## src/common/isp_pkg.sv

```systemverilog
// package for the i2c slave page-write port: constants and carrier types
// assumes one system clock at 50 MHz; scl and sda arrive asynchronously
package isp_pkg;

  // ----------------------------------------
  // addressing and framing
  // ----------------------------------------
  localparam logic [6:0] ISP_SLAVE_ADDR = 7'h6B;
  localparam logic [3:0] ISP_BIT_LAST = 4'h7;
  localparam logic [3:0] ISP_BIT_ACK = 4'h8;
  localparam int ISP_ROW_BYTES = 8;
  localparam logic [2:0] ISP_ROW_LAST = 3'h7;

  // ----------------------------------------
  // timing
  // ----------------------------------------
  localparam int ISP_CLK_HZ = 50_000_000;
  localparam int ISP_NVM_PROGRAM_TIME_US = 10;
  localparam int ISP_NVM_PROGRAM_CYCLES = ISP_NVM_PROGRAM_TIME_US * (ISP_CLK_HZ / 1_000_000);

  // ----------------------------------------
  // reset values
  // ----------------------------------------
  localparam logic [7:0] ISP_ADDR_RST = 8'h00;
  localparam logic [2:0] ISP_SYNC_RST = 3'h7;

  typedef enum logic [2:0] {
    ISP_IDLE,
    ISP_ADDR,
    ISP_PTR,
    ISP_WDATA,
    ISP_RDATA,
    ISP_IGNORE
  } isp_phase_e;

  // memory-side write request and nvm commit request
  typedef struct packed {
    logic we;
    logic [7:0] addr;
    logic [7:0] data;
  } isp_mem_wr_s;

  typedef struct packed {
    logic commit;
    logic [7:0] row_addr;
    logic [3:0] count;
  } isp_nvm_req_s;

  // open-drain pin pair
  typedef struct packed {
    logic o;
    logic oe;
  } isp_pin_out_s;

endpackage

```

## src/rtl/isp_slave.sv

```systemverilog
// i2c slave port: start/stop detect, byte shifting, address match,
// row-limited write auto-increment, nvm commit after stop, busy polling.
// assumes scl and sda are raw pins sampled by sys_clk at many times the
// bit rate; the memory answers rd_data combinationally for mem_addr.
`timescale 1ns/10ps

// Notes on behaviour
// - sda falling while scl high is a start and opens a transfer.
// - sda rising while scl high is a stop and ends the transfer.
// - repeated start is detected like start and begins a new transfer.
// - bus idle between stop and start, both lines released high.
// - incoming bits sampled on scl rising edge; sda only changes while scl low.
// - outgoing bits change on scl falling edge, valid at next rising edge.
// - ninth bit is acknowledge; low means ack, released means nack.
// - bytes are eight bits, msb first, then an acknowledge.
// - master nacks the last read byte; device then releases sda.
// - first byte after start: 7-bit address plus direction bit, one means read.
// - device answers address 1101011, bytes d6h write and d7h read.
// - wrong address gets no ack; bus ignored until next start.
// - second byte of a write loads the address counter.
// - device acknowledges address, pointer and each data byte of a write.
// - nvm programming starts only after the stop ending the write.
// - write ended by repeated start updates shadow only, no nvm program.
// - each further data byte goes to the next address.
// - one to eight data bytes per write, inside one 8-byte row.
// - on writes the address counter wraps to the start of the same row; reads run on across rows.
// - slave address not acknowledged while nvm programming runs.
// - reads start at the address counter and advance per byte sent, acked or not.
module isp_slave #(
  parameter int NVM_PROGRAM_CYCLES = isp_pkg::ISP_NVM_PROGRAM_CYCLES
) (
  input wire logic sys_clk,
  input wire logic rst,
  input wire logic scl_i,
  input wire logic sda_i,
  output isp_pkg::isp_pin_out_s sda_out,
  output isp_pkg::isp_mem_wr_s mem_wr,
  output logic [7:0] mem_addr,
  input wire logic [7:0] rd_data,
  output isp_pkg::isp_nvm_req_s nvm_req,
  output logic nvm_busy
);
  import isp_pkg::*;

  // ----------------------------------------
  // state
  // ----------------------------------------
  typedef struct packed {
    logic [2:0] scl_sync;
    logic [2:0] sda_sync;
    isp_phase_e phase;
    logic [3:0] bit_cnt;
    logic [7:0] shift;
    logic [7:0] tx;
    logic ack_phase;
    logic ack_ok;
    logic master_nack;
    logic [7:0] addr;
    logic [7:0] row_addr;
    logic [3:0] wr_count;
    logic pending;
    logic sda_low;
    logic wr_pulse;
    logic [7:0] wr_addr;
    logic [7:0] wr_data;
    logic commit;
    logic [31:0] busy_cnt;
  } isp_state_s;

  isp_state_s st_ff;
  isp_state_s nxt_st;

  logic scl_s;
  logic sda_s;
  logic scl_prev;
  logic sda_prev;
  logic scl_rise;
  logic scl_fall;
  logic start_det;
  logic stop_det;
  logic busy;
  logic active;
  logic addr_hit;
  logic byte_done;
  logic ninth_end;

  // ----------------------------------------
  // helpers
  // ----------------------------------------
  // row-confined increment: low three bits wrap, row bits stay
  function automatic logic [7:0] isp_row_inc(input logic [7:0] a);
    isp_row_inc = {a[7:3], a[2:0] + 3'h1};
  endfunction

  // first location of the row that holds a
  function automatic logic [7:0] isp_row_base(input logic [7:0] a);
    isp_row_base = {a[7:3], 3'h0};
  endfunction

  // open drain: a zero bit is sent by pulling the line low
  function automatic logic isp_pull_low(input logic b);
    isp_pull_low = !b;
  endfunction

  // idle and ignore phases leave the bit engine parked
  function automatic logic isp_engaged(input isp_phase_e p);
    isp_engaged = (p != ISP_IDLE) && (p != ISP_IGNORE);
  endfunction

  // ----------------------------------------
  // pin sampling and edge detection
  // ----------------------------------------
  // bit 0 is the metastable stage; only bits 1 and 2 feed logic
  assign scl_s = st_ff.scl_sync[1];
  assign sda_s = st_ff.sda_sync[1];
  assign scl_prev = st_ff.scl_sync[2];
  assign sda_prev = st_ff.sda_sync[2];
  assign scl_rise = scl_s && !scl_prev;
  assign scl_fall = !scl_s && scl_prev;
  assign start_det = scl_s && scl_prev && sda_prev && !sda_s;
  assign stop_det = scl_s && scl_prev && !sda_prev && sda_s;
  assign busy = (st_ff.busy_cnt != 32'h0);

  // ----------------------------------------
  // decoded events
  // ----------------------------------------
  assign active = isp_engaged(st_ff.phase);
  // busy refuses only the address byte; a transfer under way runs on
  assign addr_hit = (st_ff.shift[7:1] == ISP_SLAVE_ADDR) && !busy;
  assign byte_done = scl_fall && !st_ff.ack_phase && (st_ff.bit_cnt == ISP_BIT_ACK);
  assign ninth_end = scl_fall && st_ff.ack_phase;

  always_comb begin
    nxt_st = st_ff;

    // ----------------------------------------
    // synchronisers and one-cycle pulses
    // ----------------------------------------
    nxt_st.scl_sync = {st_ff.scl_sync[1:0], scl_i};
    nxt_st.sda_sync = {st_ff.sda_sync[1:0], sda_i};
    nxt_st.wr_pulse = 1'b0;
    nxt_st.commit = 1'b0;

    // ----------------------------------------
    // programming countdown
    // ----------------------------------------
    if (busy) begin
      nxt_st.busy_cnt = st_ff.busy_cnt - 32'h1;
    end

    // ----------------------------------------
    // framing conditions
    // ----------------------------------------
    if (start_det) begin
      // repeated start keeps shadow data but drops the nvm commit
      nxt_st.pending = 1'b0;
      nxt_st.wr_count = 4'h0;
      nxt_st.phase = ISP_ADDR;
      nxt_st.bit_cnt = 4'h0;
      nxt_st.ack_phase = 1'b0;
      nxt_st.sda_low = 1'b0;
    end else if (stop_det) begin
      // a pointer-only write leaves nothing pending, so no commit
      if (st_ff.pending) begin
        nxt_st.commit = 1'b1;
        nxt_st.busy_cnt = 32'(NVM_PROGRAM_CYCLES);
      end
      nxt_st.pending = 1'b0;
      nxt_st.phase = ISP_IDLE;
      nxt_st.bit_cnt = 4'h0;
      nxt_st.ack_phase = 1'b0;
      nxt_st.sda_low = 1'b0;
    end else if (active) begin
      // ----------------------------------------
      // bit engine
      // ----------------------------------------
      if (scl_rise) begin
        if (!st_ff.ack_phase) begin
          nxt_st.shift = {st_ff.shift[6:0], sda_s};
          nxt_st.bit_cnt = st_ff.bit_cnt + 4'h1;
        end else begin
          nxt_st.master_nack = sda_s;
        end
      end
      // ----------------------------------------
      // falling edge: acknowledge and outgoing bits
      // ----------------------------------------
      if (scl_fall) begin
        if (byte_done) begin
          // eighth bit done: decide the acknowledge
          nxt_st.ack_phase = 1'b1;
          nxt_st.ack_ok = 1'b0;
          unique case (st_ff.phase)
            ISP_ADDR: begin
              nxt_st.ack_ok = addr_hit;
            end
            ISP_PTR: begin
              nxt_st.ack_ok = 1'b1;
              nxt_st.addr = st_ff.shift;
              nxt_st.row_addr = isp_row_base(st_ff.shift);
            end
            ISP_WDATA: begin
              nxt_st.ack_ok = 1'b1;
              nxt_st.wr_pulse = 1'b1;
              nxt_st.wr_addr = st_ff.addr;
              nxt_st.wr_data = st_ff.shift;
              nxt_st.addr = isp_row_inc(st_ff.addr);
              nxt_st.pending = 1'b1;
              if (st_ff.wr_count != 4'(ISP_ROW_BYTES)) begin
                nxt_st.wr_count = st_ff.wr_count + 4'h1;
              end
            end
            ISP_RDATA: begin
              nxt_st.ack_ok = 1'b0; // receiver is the master here
            end
            default: begin
              nxt_st.ack_ok = 1'b0;
            end
          endcase
          // device drives low only for its own acknowledge
          nxt_st.sda_low = (st_ff.phase != ISP_RDATA) && nxt_st.ack_ok;
          if (st_ff.phase == ISP_RDATA) begin
            nxt_st.sda_low = 1'b0; // release for master ack
          end
        end else if (ninth_end) begin
          // ----------------------------------------
          // end of the ninth bit
          // ----------------------------------------
          nxt_st.ack_phase = 1'b0;
          nxt_st.bit_cnt = 4'h0;
          nxt_st.sda_low = 1'b0;
          unique case (st_ff.phase)
            ISP_ADDR: begin
              if (!st_ff.ack_ok) begin
                nxt_st.phase = ISP_IGNORE;
              end else if (st_ff.shift[0]) begin
                nxt_st.phase = ISP_RDATA;
                nxt_st.tx = rd_data;
                nxt_st.sda_low = isp_pull_low(rd_data[7]);
              end else begin
                nxt_st.phase = ISP_PTR;
              end
            end
            ISP_PTR: begin
              nxt_st.phase = ISP_WDATA;
            end
            ISP_WDATA: begin
              nxt_st.phase = ISP_WDATA;
            end
            ISP_RDATA: begin
              if (st_ff.master_nack) begin
                nxt_st.phase = ISP_IGNORE;
              end else begin
                nxt_st.tx = rd_data;
                nxt_st.sda_low = isp_pull_low(rd_data[7]);
              end
            end
            default: begin
              nxt_st.phase = ISP_IGNORE;
            end
          endcase
        end else if (st_ff.phase == ISP_RDATA) begin
          // ----------------------------------------
          // outgoing bits
          // ----------------------------------------
          // shift next outgoing bit on the falling edge
          nxt_st.tx = {st_ff.tx[6:0], 1'b0};
          nxt_st.sda_low = isp_pull_low(st_ff.tx[6]);
        end
      end

      // ----------------------------------------
      // read address advance
      // ----------------------------------------
      // plain increment: reads may run across rows, only writes wrap
      if (byte_done && st_ff.phase == ISP_RDATA) begin
        nxt_st.addr = st_ff.addr + 8'h01;
      end
    end
  end

  // ----------------------------------------
  // state register
  // ----------------------------------------
  // sync stages reset high, the idle bus level, so no false edge follows
  always_ff @(posedge sys_clk) begin
    if (rst) begin
      st_ff.scl_sync <= ISP_SYNC_RST;
      st_ff.sda_sync <= ISP_SYNC_RST;
      st_ff.phase <= ISP_IDLE;
      st_ff.bit_cnt <= 4'h0;
      st_ff.shift <= 8'h00;
      st_ff.tx <= 8'h00;
      st_ff.ack_phase <= 1'b0;
      st_ff.ack_ok <= 1'b0;
      st_ff.master_nack <= 1'b0;
      st_ff.addr <= ISP_ADDR_RST;
      st_ff.row_addr <= ISP_ADDR_RST;
      st_ff.wr_count <= 4'h0;
      st_ff.pending <= 1'b0;
      st_ff.sda_low <= 1'b0;
      st_ff.wr_pulse <= 1'b0;
      st_ff.wr_addr <= 8'h00;
      st_ff.wr_data <= 8'h00;
      st_ff.commit <= 1'b0;
      st_ff.busy_cnt <= 32'h0;
    end else begin
      st_ff <= nxt_st;
    end
  end

  // ----------------------------------------
  // outputs
  // ----------------------------------------
  // open drain: only ever drive low
  assign sda_out = '{
    o: 1'b0,
    oe: st_ff.sda_low
  };

  // ----------------------------------------
  // shadow memory side
  // ----------------------------------------
  assign mem_wr = '{
    we: st_ff.wr_pulse,
    addr: st_ff.wr_addr,
    data: st_ff.wr_data
  };
  // counter shown as is; the memory answers it in the same cycle
  assign mem_addr = st_ff.addr;

  // ----------------------------------------
  // nonvolatile side
  // ----------------------------------------
  // row stays valid after the pulse for a slow programmer; count clears at the next start, a busy poll included
  assign nvm_req = '{
    commit: st_ff.commit,
    row_addr: st_ff.row_addr,
    count: st_ff.wr_count
  };
  assign nvm_busy = busy;

endmodule

```

## config.mk

```make
export PLATFORM = sky130hd
export DESIGN_NAME = isp_slave
export DESIGN_NICKNAME = d
export VERILOG_FILES = /design/src/common/isp_pkg.sv /design/src/rtl/isp_slave.sv
export SDC_FILE = /design/constraint.sdc
export NUM_CORES = 1
export LEC_CHECK = 0
export BUFFER_PORTS_ARGS = -buffer_cell sky130_fd_sc_hd__buf_4
export CORE_MARGIN = 5
export CORE_UTILIZATION = 60
export CTS_CLUSTER_SIZE = 16
export DETAILED_ROUTE_END_ITERATION = 6
export PLACE_DENSITY = 0.93
export SLEW_MARGIN = 20
export SYNTH_ARGS = -nofsm -noshare
export SYNTH_HDL_FRONTEND = slang
export SYNTH_SLANG_ARGS = --single-unit
```

## constraint.sdc

```tcl
create_clock -name sys_clk -period 3.3 [get_ports sys_clk]
set_input_delay 0.66 -clock sys_clk [delete_from_list [all_inputs] [get_ports sys_clk]]
set_output_delay 0.66 -clock sys_clk [all_outputs]
set_load 0.01 [all_outputs]
```

==> impl_metrics.yaml, run 1 <==
run_status:
  outcome: "completed"
layout:
  fillCellCount: 690
  diodes: 0
  layout.cells.non_filler: 721
  syn_to_final_growth_pct: 6.03
  finalNetCount: 630
  drive_gt1_share_pct: 14.6
logic_synthesis:
  synth_top_family_by_area: "simple AND/OR/NAND/NOR gates"
  synthMuxAreaShare_pct: 3.18
  yosys_warnings: 0
  synth-adder-area-share_pct: 1.74
  synth_area_sq_um: 5040
  synth_cell_type_count: 60
  synth_area_leader_cell: "dfxtp_1"
  syn_inst: 611
  synthFlopType: "dfxtp_1"
  netlist_top_cells_area: "dfxtp_1 (40%), buf_4 (6.1%), nand2_1 (5.8%)"
  synth-simple-area-share_pct: 28.9
  async_flop_share_pct: 0
  synth-seq-area-share_pct: 39.7
  synth_enable_flop_cells: 0
  synthDominantCellAreaShare_pct: 39.7
  synth_xor_area_share_pct: 2.08
  postSynthAreaPerCell_sq_um: 8.25
  synth_seq_cells: 100
  synth_compound_area_share_pct: 15.2
clock_tree:
  post_cts_buffers: 0
  tritoncts: "built"
  cts_hold_buf: 0
  worstSkewPairLatency_ns: 0.37
  cts-resized-gates: 0
  clockRootBuffer: "clkbuf_8"
  cts.clk_slew.worst_paths_ns: 0.09
  clock-sinks: 100
  cts-root-to-sink-buffers: 2
  htreeDepth: 3
  cts_buffers: 9
floorplan:
  die_h_um: 102
  start_util_pct: 61.4
  core_sq_um: 8220
  die_w_um: 102
  placementRows: 33
  ios: 53
  die-area_sq_um: 10300
placed_design:
  dpl_worst_slack_ns: 0.853
  dp_hpwl_mm: 7.85
  finalWeightedCongestion: 0.929
  place.port_buffers: 48
  dp.cells: 705
worst_setup_path:
  startpoint_type: "flip-flop"
  endpoint_kind: "primary output"
  required_ns: 2.64
  critPathKind: "reg -> out"
  critPathBufInv: 2
  cp_slowest_cell: "or3_1"
  crit_chain: "or3_1 > nor3_1 > and4_1 > inv_1 > buf_4"
  slowest_delay_ns: 0.51
  cp_top_family: "simple AND/OR/NAND/NOR gates"
  crit_fanout: 9
  worstPathArrival_ns: 2.22
global_routing:
  first_global_vias: 4027
  antenna_found_initial: 0
  track_usage_pct: 21.6
  grt_max_degree: 63
  grt_overflow: 0
  grt_pass1_wl_mm: 18.2
route:
  firstDrtPassIters: 5
  drt-initial-drc-count: 237
  routedWlPerCell_um: 15.2
  vias_per_cell: 6.03
  drc: 0
  wl_mm: 11.0
  via_count: 4350
  final_antenna_net_count: 0
timing:
  postLayoutSetupSlackWorst_ns: 0.422
  skew_ns: 0.00998
  max_freq_mhz: 347
  worst_pin_slew_ns: 1.07
  min_period_ns: 2.88
  setup_tns_ns: 0
  relSlewSlack_pct: 27.8
  setup_viol_count_final: 0
  hold_viol: 0
  fin_crit_sh_pct: 87.2
  rsz0062_at_grt: "false"
  drv_slew: 0
power_and_ir_drop:
  p_leak_uw: 0.00199
  power_uw: 4070
  powerDensity_nw_per_um2: 761
  peakVddDrop_mv: 0.737
job:
  maxCapViolCount: 0
hold_path:
  hp-class: "reg -> reg"
-- worst reg2reg max path, cell delays in order (launching register included) --
cell,delay [ns]
dfxtp_1,0.70
nor2b_1,0.48
nor2_1,0.14
nor4_1,0.70
a21bo_2,0.25
a21oi_1,0.06
-- kinds of logic after synthesis --
| logic type | count (synthesis) |
|---|---|
| xor+xnor | 12 |
| mux | 16 |
| simple gates | 276 |
| buf+inv | 76 |
| fa+ha+maj | 7 |
| flops | 100 |
| compound gates | 123 |
| other cells | 1 |
-- where the power goes --
group          leakage (uW)  switching, uW  internal [uW]
clock network     0.0000909            422            304
registers          0.000810            214           1380
logic               0.00109           1030            717
total               0.00199           1660           2410
-- cell usage in the layout (no fill, tap or decap), types with 6 or more instances in the layout --
master    count
or3_1        14
nor2b_1       9
mux2i_1      16
or4_1        16
nand2_1      78
a211oi_1      8
clkbuf_8     10
nor2_1       66
inv_1        11
xor2_1        8
nor3_1       14
nand3_1      18
o31ai_1       9
o21ai_0      19
a311oi_1      6
or2_2         8
buf_4        51
dfxtp_1     100
ha_1          7
nand4_1       6
a21oi_1      49
-- sequential cells by signal, indices dropped and copies added, names as in the netlist --
| signal | flops |
|---|---|
| st_ff | 58 |
| mem_addr | 8 |
| nxt_st | 4 |
| scl_prev | 1 |
| nvm_req | 10 |
| sda_out | 1 |
| sda_prev | 1 |
| mem_wr | 17 |
-- layer usage --
metal / GRT usage [%] / up-vias / wire length (um)
li1: - / 2132 / -
met5: 0 / - / 0
met4: 10.1 / 0 / 350
met2: 38.1 / 147 / 5390
met3: 4.89 / 33 / 716
met1: 24.6 / 2038 / 4540
-- metrics by stage --
step | utilization [%] | hold WS [ns] | area [sq um]
2_1_floorplan | - | 0.389 | 5050
3_3_place_gp | 62.8 | 0.397 | 5160
6_report | 65.1 | 0.411 | 5350
4_1_cts | 65.1 | 0.414 | 5350
5_1_grt | 65.1 | 0.439 | 5350
3_5_place_dp | 62.8 | 0.393 | 5160
-- final cells by class --
cell class | count | area (sq um) | share of cell area (%)
clock inverters | 5 | 42.5 | 0.796
well taps | 105 | 131 | 2.46
repair buffers | 51 | 383 | 7.16
flip-flops and latches | 100 | 2000 | 37.4
clock buffers | 11 | 141 | 2.64
multi-input cells | 438 | 2610 | 48.7
inverters | 11 | 41.3 | 0.772
-- cells in the mapped netlist (all sizes together), types with 3 or more instances --
cell type	n
dfxtp	100
nand2	78
nor2	66
a21oi	49
buf	46
o21ai	21
clkbuf	19
nand3	19
or4	19
mux2i	16
nor3	16
or3	15
inv	11
or2	10
nor2b	9
o31ai	9
a211oi	8
xor2	8
ha	7
nor4	7
a311oi	6
nand4	6
a31oi	5
nand2b	5
nand3b	5
and3	4
xnor2	4
a22o	3
a22oi	3
and4	3
nand4b	3
o21a	3
o311ai	3
-- final timing paths --
path                            startpoint     endpoint  slack [ns]  cells after the start
worst max-delay path             st_ff[17]     nvm_busy        0.42                      5
worst min-delay path            nxt_st[99]  nxt_st[100]        0.41                      1
worst max register to register   st_ff[96]  mem_addr[5]        0.85                      5
worst min register to register  nxt_st[99]  nxt_st[100]        0.41                      1
(Power assumes the default switching activity.)
==> run 2: changes to the inputs <==
Settings changed: ABC_AREA set to 1, CORE_UTILIZATION 60 to 59, PLACE_DENSITY 0.93 to 0.92.
Clock period 3.3 ns to 3.2 ns, I/O delays scaled along.
==> run 2 against run 1 <==
Against the previous run:
- synthesized cell count grew 26%
- critical endpoint unchanged
- sequential share of layout area shrank 1.2 points
- die area grew 4.0%
- power increased by 3.6%
- sequential cell count unchanged
==> impl_metrics.yaml, run 2 <==
global_routing:
  grt_pass1_wl_mm: 20.0
  first_global_vias: 4351
  grt_overflow: 0
  track_usage_pct: 21.8
  antenna_found_initial: 0
  grt_max_degree: 31
logic_synthesis:
  synth_area_leader_cell: "dfxtp_1"
  netlist_top_cells_area: "dfxtp_1 (39%), nor2_1 (11%), nand2_1 (11%)"
  synth_enable_flop_cells: 0
  syn_inst: 768
  synth_cell_type_count: 35
  ys_top_cells_by_count: "nor2_1 (152), nand2_1 (150), dfxtp_1 (100)"
  yosysMostFrequentCell: "nor2_1"
  postSynthAreaPerCell_sq_um: 6.74
  synthDominantCellAreaShare_pct: 38.7
  synth_area_sq_um: 5180
  synth_seq_cells: 100
  yosys_warnings: 0
  synth-seq-area-share_pct: 38.7
  async_flop_share_pct: 0
  synthFlopType: "dfxtp_1"
hold_path:
  hold_path_depth: 1
  whs_endpoint: "nxt_st[100]"
  min_from: "nxt_st[99]"
  hp-class: "reg -> reg"
worst_setup_path:
  r2r_cells: 10
  startpoint: "st_ff[0]"
  worstPathArrival_ns: 1.97
  startpoint_type: "flip-flop"
  crit_chain: "inv_1 > ha_1 > nand3_1 > nor2_1 > nand2_1 > nor2_1 > inv_1 > buf_4"
  critPathKind: "reg -> out"
  rrSetupSlack_ns: 1.14
  timing.rr.end: "mem_addr[5]"
  rr_startpoint: "st_ff[92]"
  cp_slowest_cell: "dfxtp_1"
  required_ns: 2.56
  endpoint_kind: "primary output"
  slowest_delay_ns: 0.34
  crit_fanout: 5
clock_tree:
  cts.clk_slew.worst_paths_ns: 0.10
  cts_hold_buf: 0
  cts-root-to-sink-buffers: 2
  cts_buffers: 9
  clock-sinks: 100
  htreeDepth: 3
  post_cts_buffers: 0
  clockRootBuffer: "clkbuf_8"
  tritoncts: "built"
  cts-resized-gates: 0
  worstSkewPairLatency_ns: 0.37
floorplan:
  die_h_um: 104
  ios: 53
  core_sq_um: 8640
  die_w_um: 104
  die-area_sq_um: 10800
  start_util_pct: 60.0
  placementRows: 34
placed_design:
  place.port_buffers: 48
  finalWeightedCongestion: 0.997
  dp_hpwl_mm: 8.80
timing:
  fin_crit_sh_pct: 81.4
  setup_viol_count_final: 0
  skew_ns: 0.0167
  worst_pin_slew_ns: 0.559
  setup_tns_ns: 0
  relSlewSlack_pct: 62.5
  hold_viol: 0
  drv_slew: 0
  max_freq_mhz: 384
  rsz0062_at_grt: "false"
  min_period_ns: 2.61
run_status:
  outcome: "completed"
power_and_ir_drop:
  peakVddDrop_mv: 0.421
  p_leak_uw: 0.00255
  powerDensity_nw_per_um2: 763
  power_uw: 4210
route:
  drt-initial-drc-count: 367
  wl_mm: 11.8
  drc: 0
  wl_met3_um: 897
  wl_met1_mm: 5.36
  vias_per_cell: 5.32
  dr.max_layer_used: "met4"
  wl_met2_mm: 5.34
  final_antenna_net_count: 0
  via_count: 4736
  routedWlPerCell_um: 13.3
  firstDrtPassIters: 7
layout:
  drive_gt1_share_pct: 11.1
  final_cell_mix: "nor2_1 (152), nand2_1 (150), dfxtp_1 (100)"
  diodes: 0
  largest_reg_flops: 58
  layout_commonest_cell: "nor2_1"
  largest-register: "st_ff"
  syn_to_final_growth_pct: 6.60
  finalNetCount: 797
job:
  maxCapViolCount: 0
## run 2: cell types whose count changed in the layout (fill, tap and decap cells not counted), sizes merged, moves of 7 or more
cell	before	now
nand2	78	153
inv	14	85
a21oi	49	42
nor2b	9	0
or4	19	0
nor2	66	155
o21ai	21	49
or3	15	0
mux2i	16	0
nand3	19	46
nand4	6	13
nor4	7	0
o31ai	9	0
## run 2: stage by stage
| step | hold WS, ns | cell area [sq um] | utilization [%] | setup WS (ns) | cells |
|---|---|---|---|---|---|
| global route | 0.439 | 5520 | 63.9 | 0.421 | 890 |
| finish | 0.429 | 5520 | 63.9 | 0.595 | 890 |
| CTS | 0.430 | 5520 | 63.9 | 0.603 | 890 |
| global placement | 0.395 | 5340 | 61.8 | 1.08 | 875 |
| detailed placement | 0.401 | 5340 | 61.8 | 1.01 | 875 |
| floorplan | 0.389 | 5190 | - | 1.38 | 771 |
## run 2: worst max path at each step
| stage | end | slack, ns |
|---|---|---|
| after floorplan | nvm_busy | 1.38 |
| after global placement | nvm_busy | 1.08 |
| after detailed placement | nvm_busy | 1.01 |
| after CTS | nvm_busy | 0.60 |
| after global routing | nvm_busy | 0.42 |
| final | nvm_busy | 0.59 |
## run 2: per-layer routing
metal	up-vias	GRT usage (%)
li1	2418	-
met1	2125	30.3
met2	168	33.8
met3	25	5.47
met4	0	5.74
met5	-	0
## run 2: layout make-up
type,count,area [sq um]
fill,761,3120
multi-input combinational,530,2480
sequential,100,2000
timing repair buffer,54,405
inverter,83,312
tap,108,135
clock buffer,9,124
clock inverter,6,58.8
## run 2: critical path, delay by kind of cell (launching register included)
family	cells	cell delay (ns)
buf+inv	3	0.49
simple gates	4	0.56
flops	1	0.34
fa+ha+maj	1	0.21
## run 2: cell families after synthesis
logic type | share of synthesized area, %
buf+inv | 13.6
other cells | 0.0724
simple gates | 32.0
compound gates | 10.4
xor+xnor | 3.55
fa+ha+maj | 1.69
flops | 38.7
## run 2: power breakdown
part           total, uW  switching, uW  internal (uW)
Sequential          1550            145           1410
Clock                760            463            297
Combinational       1900           1250            652
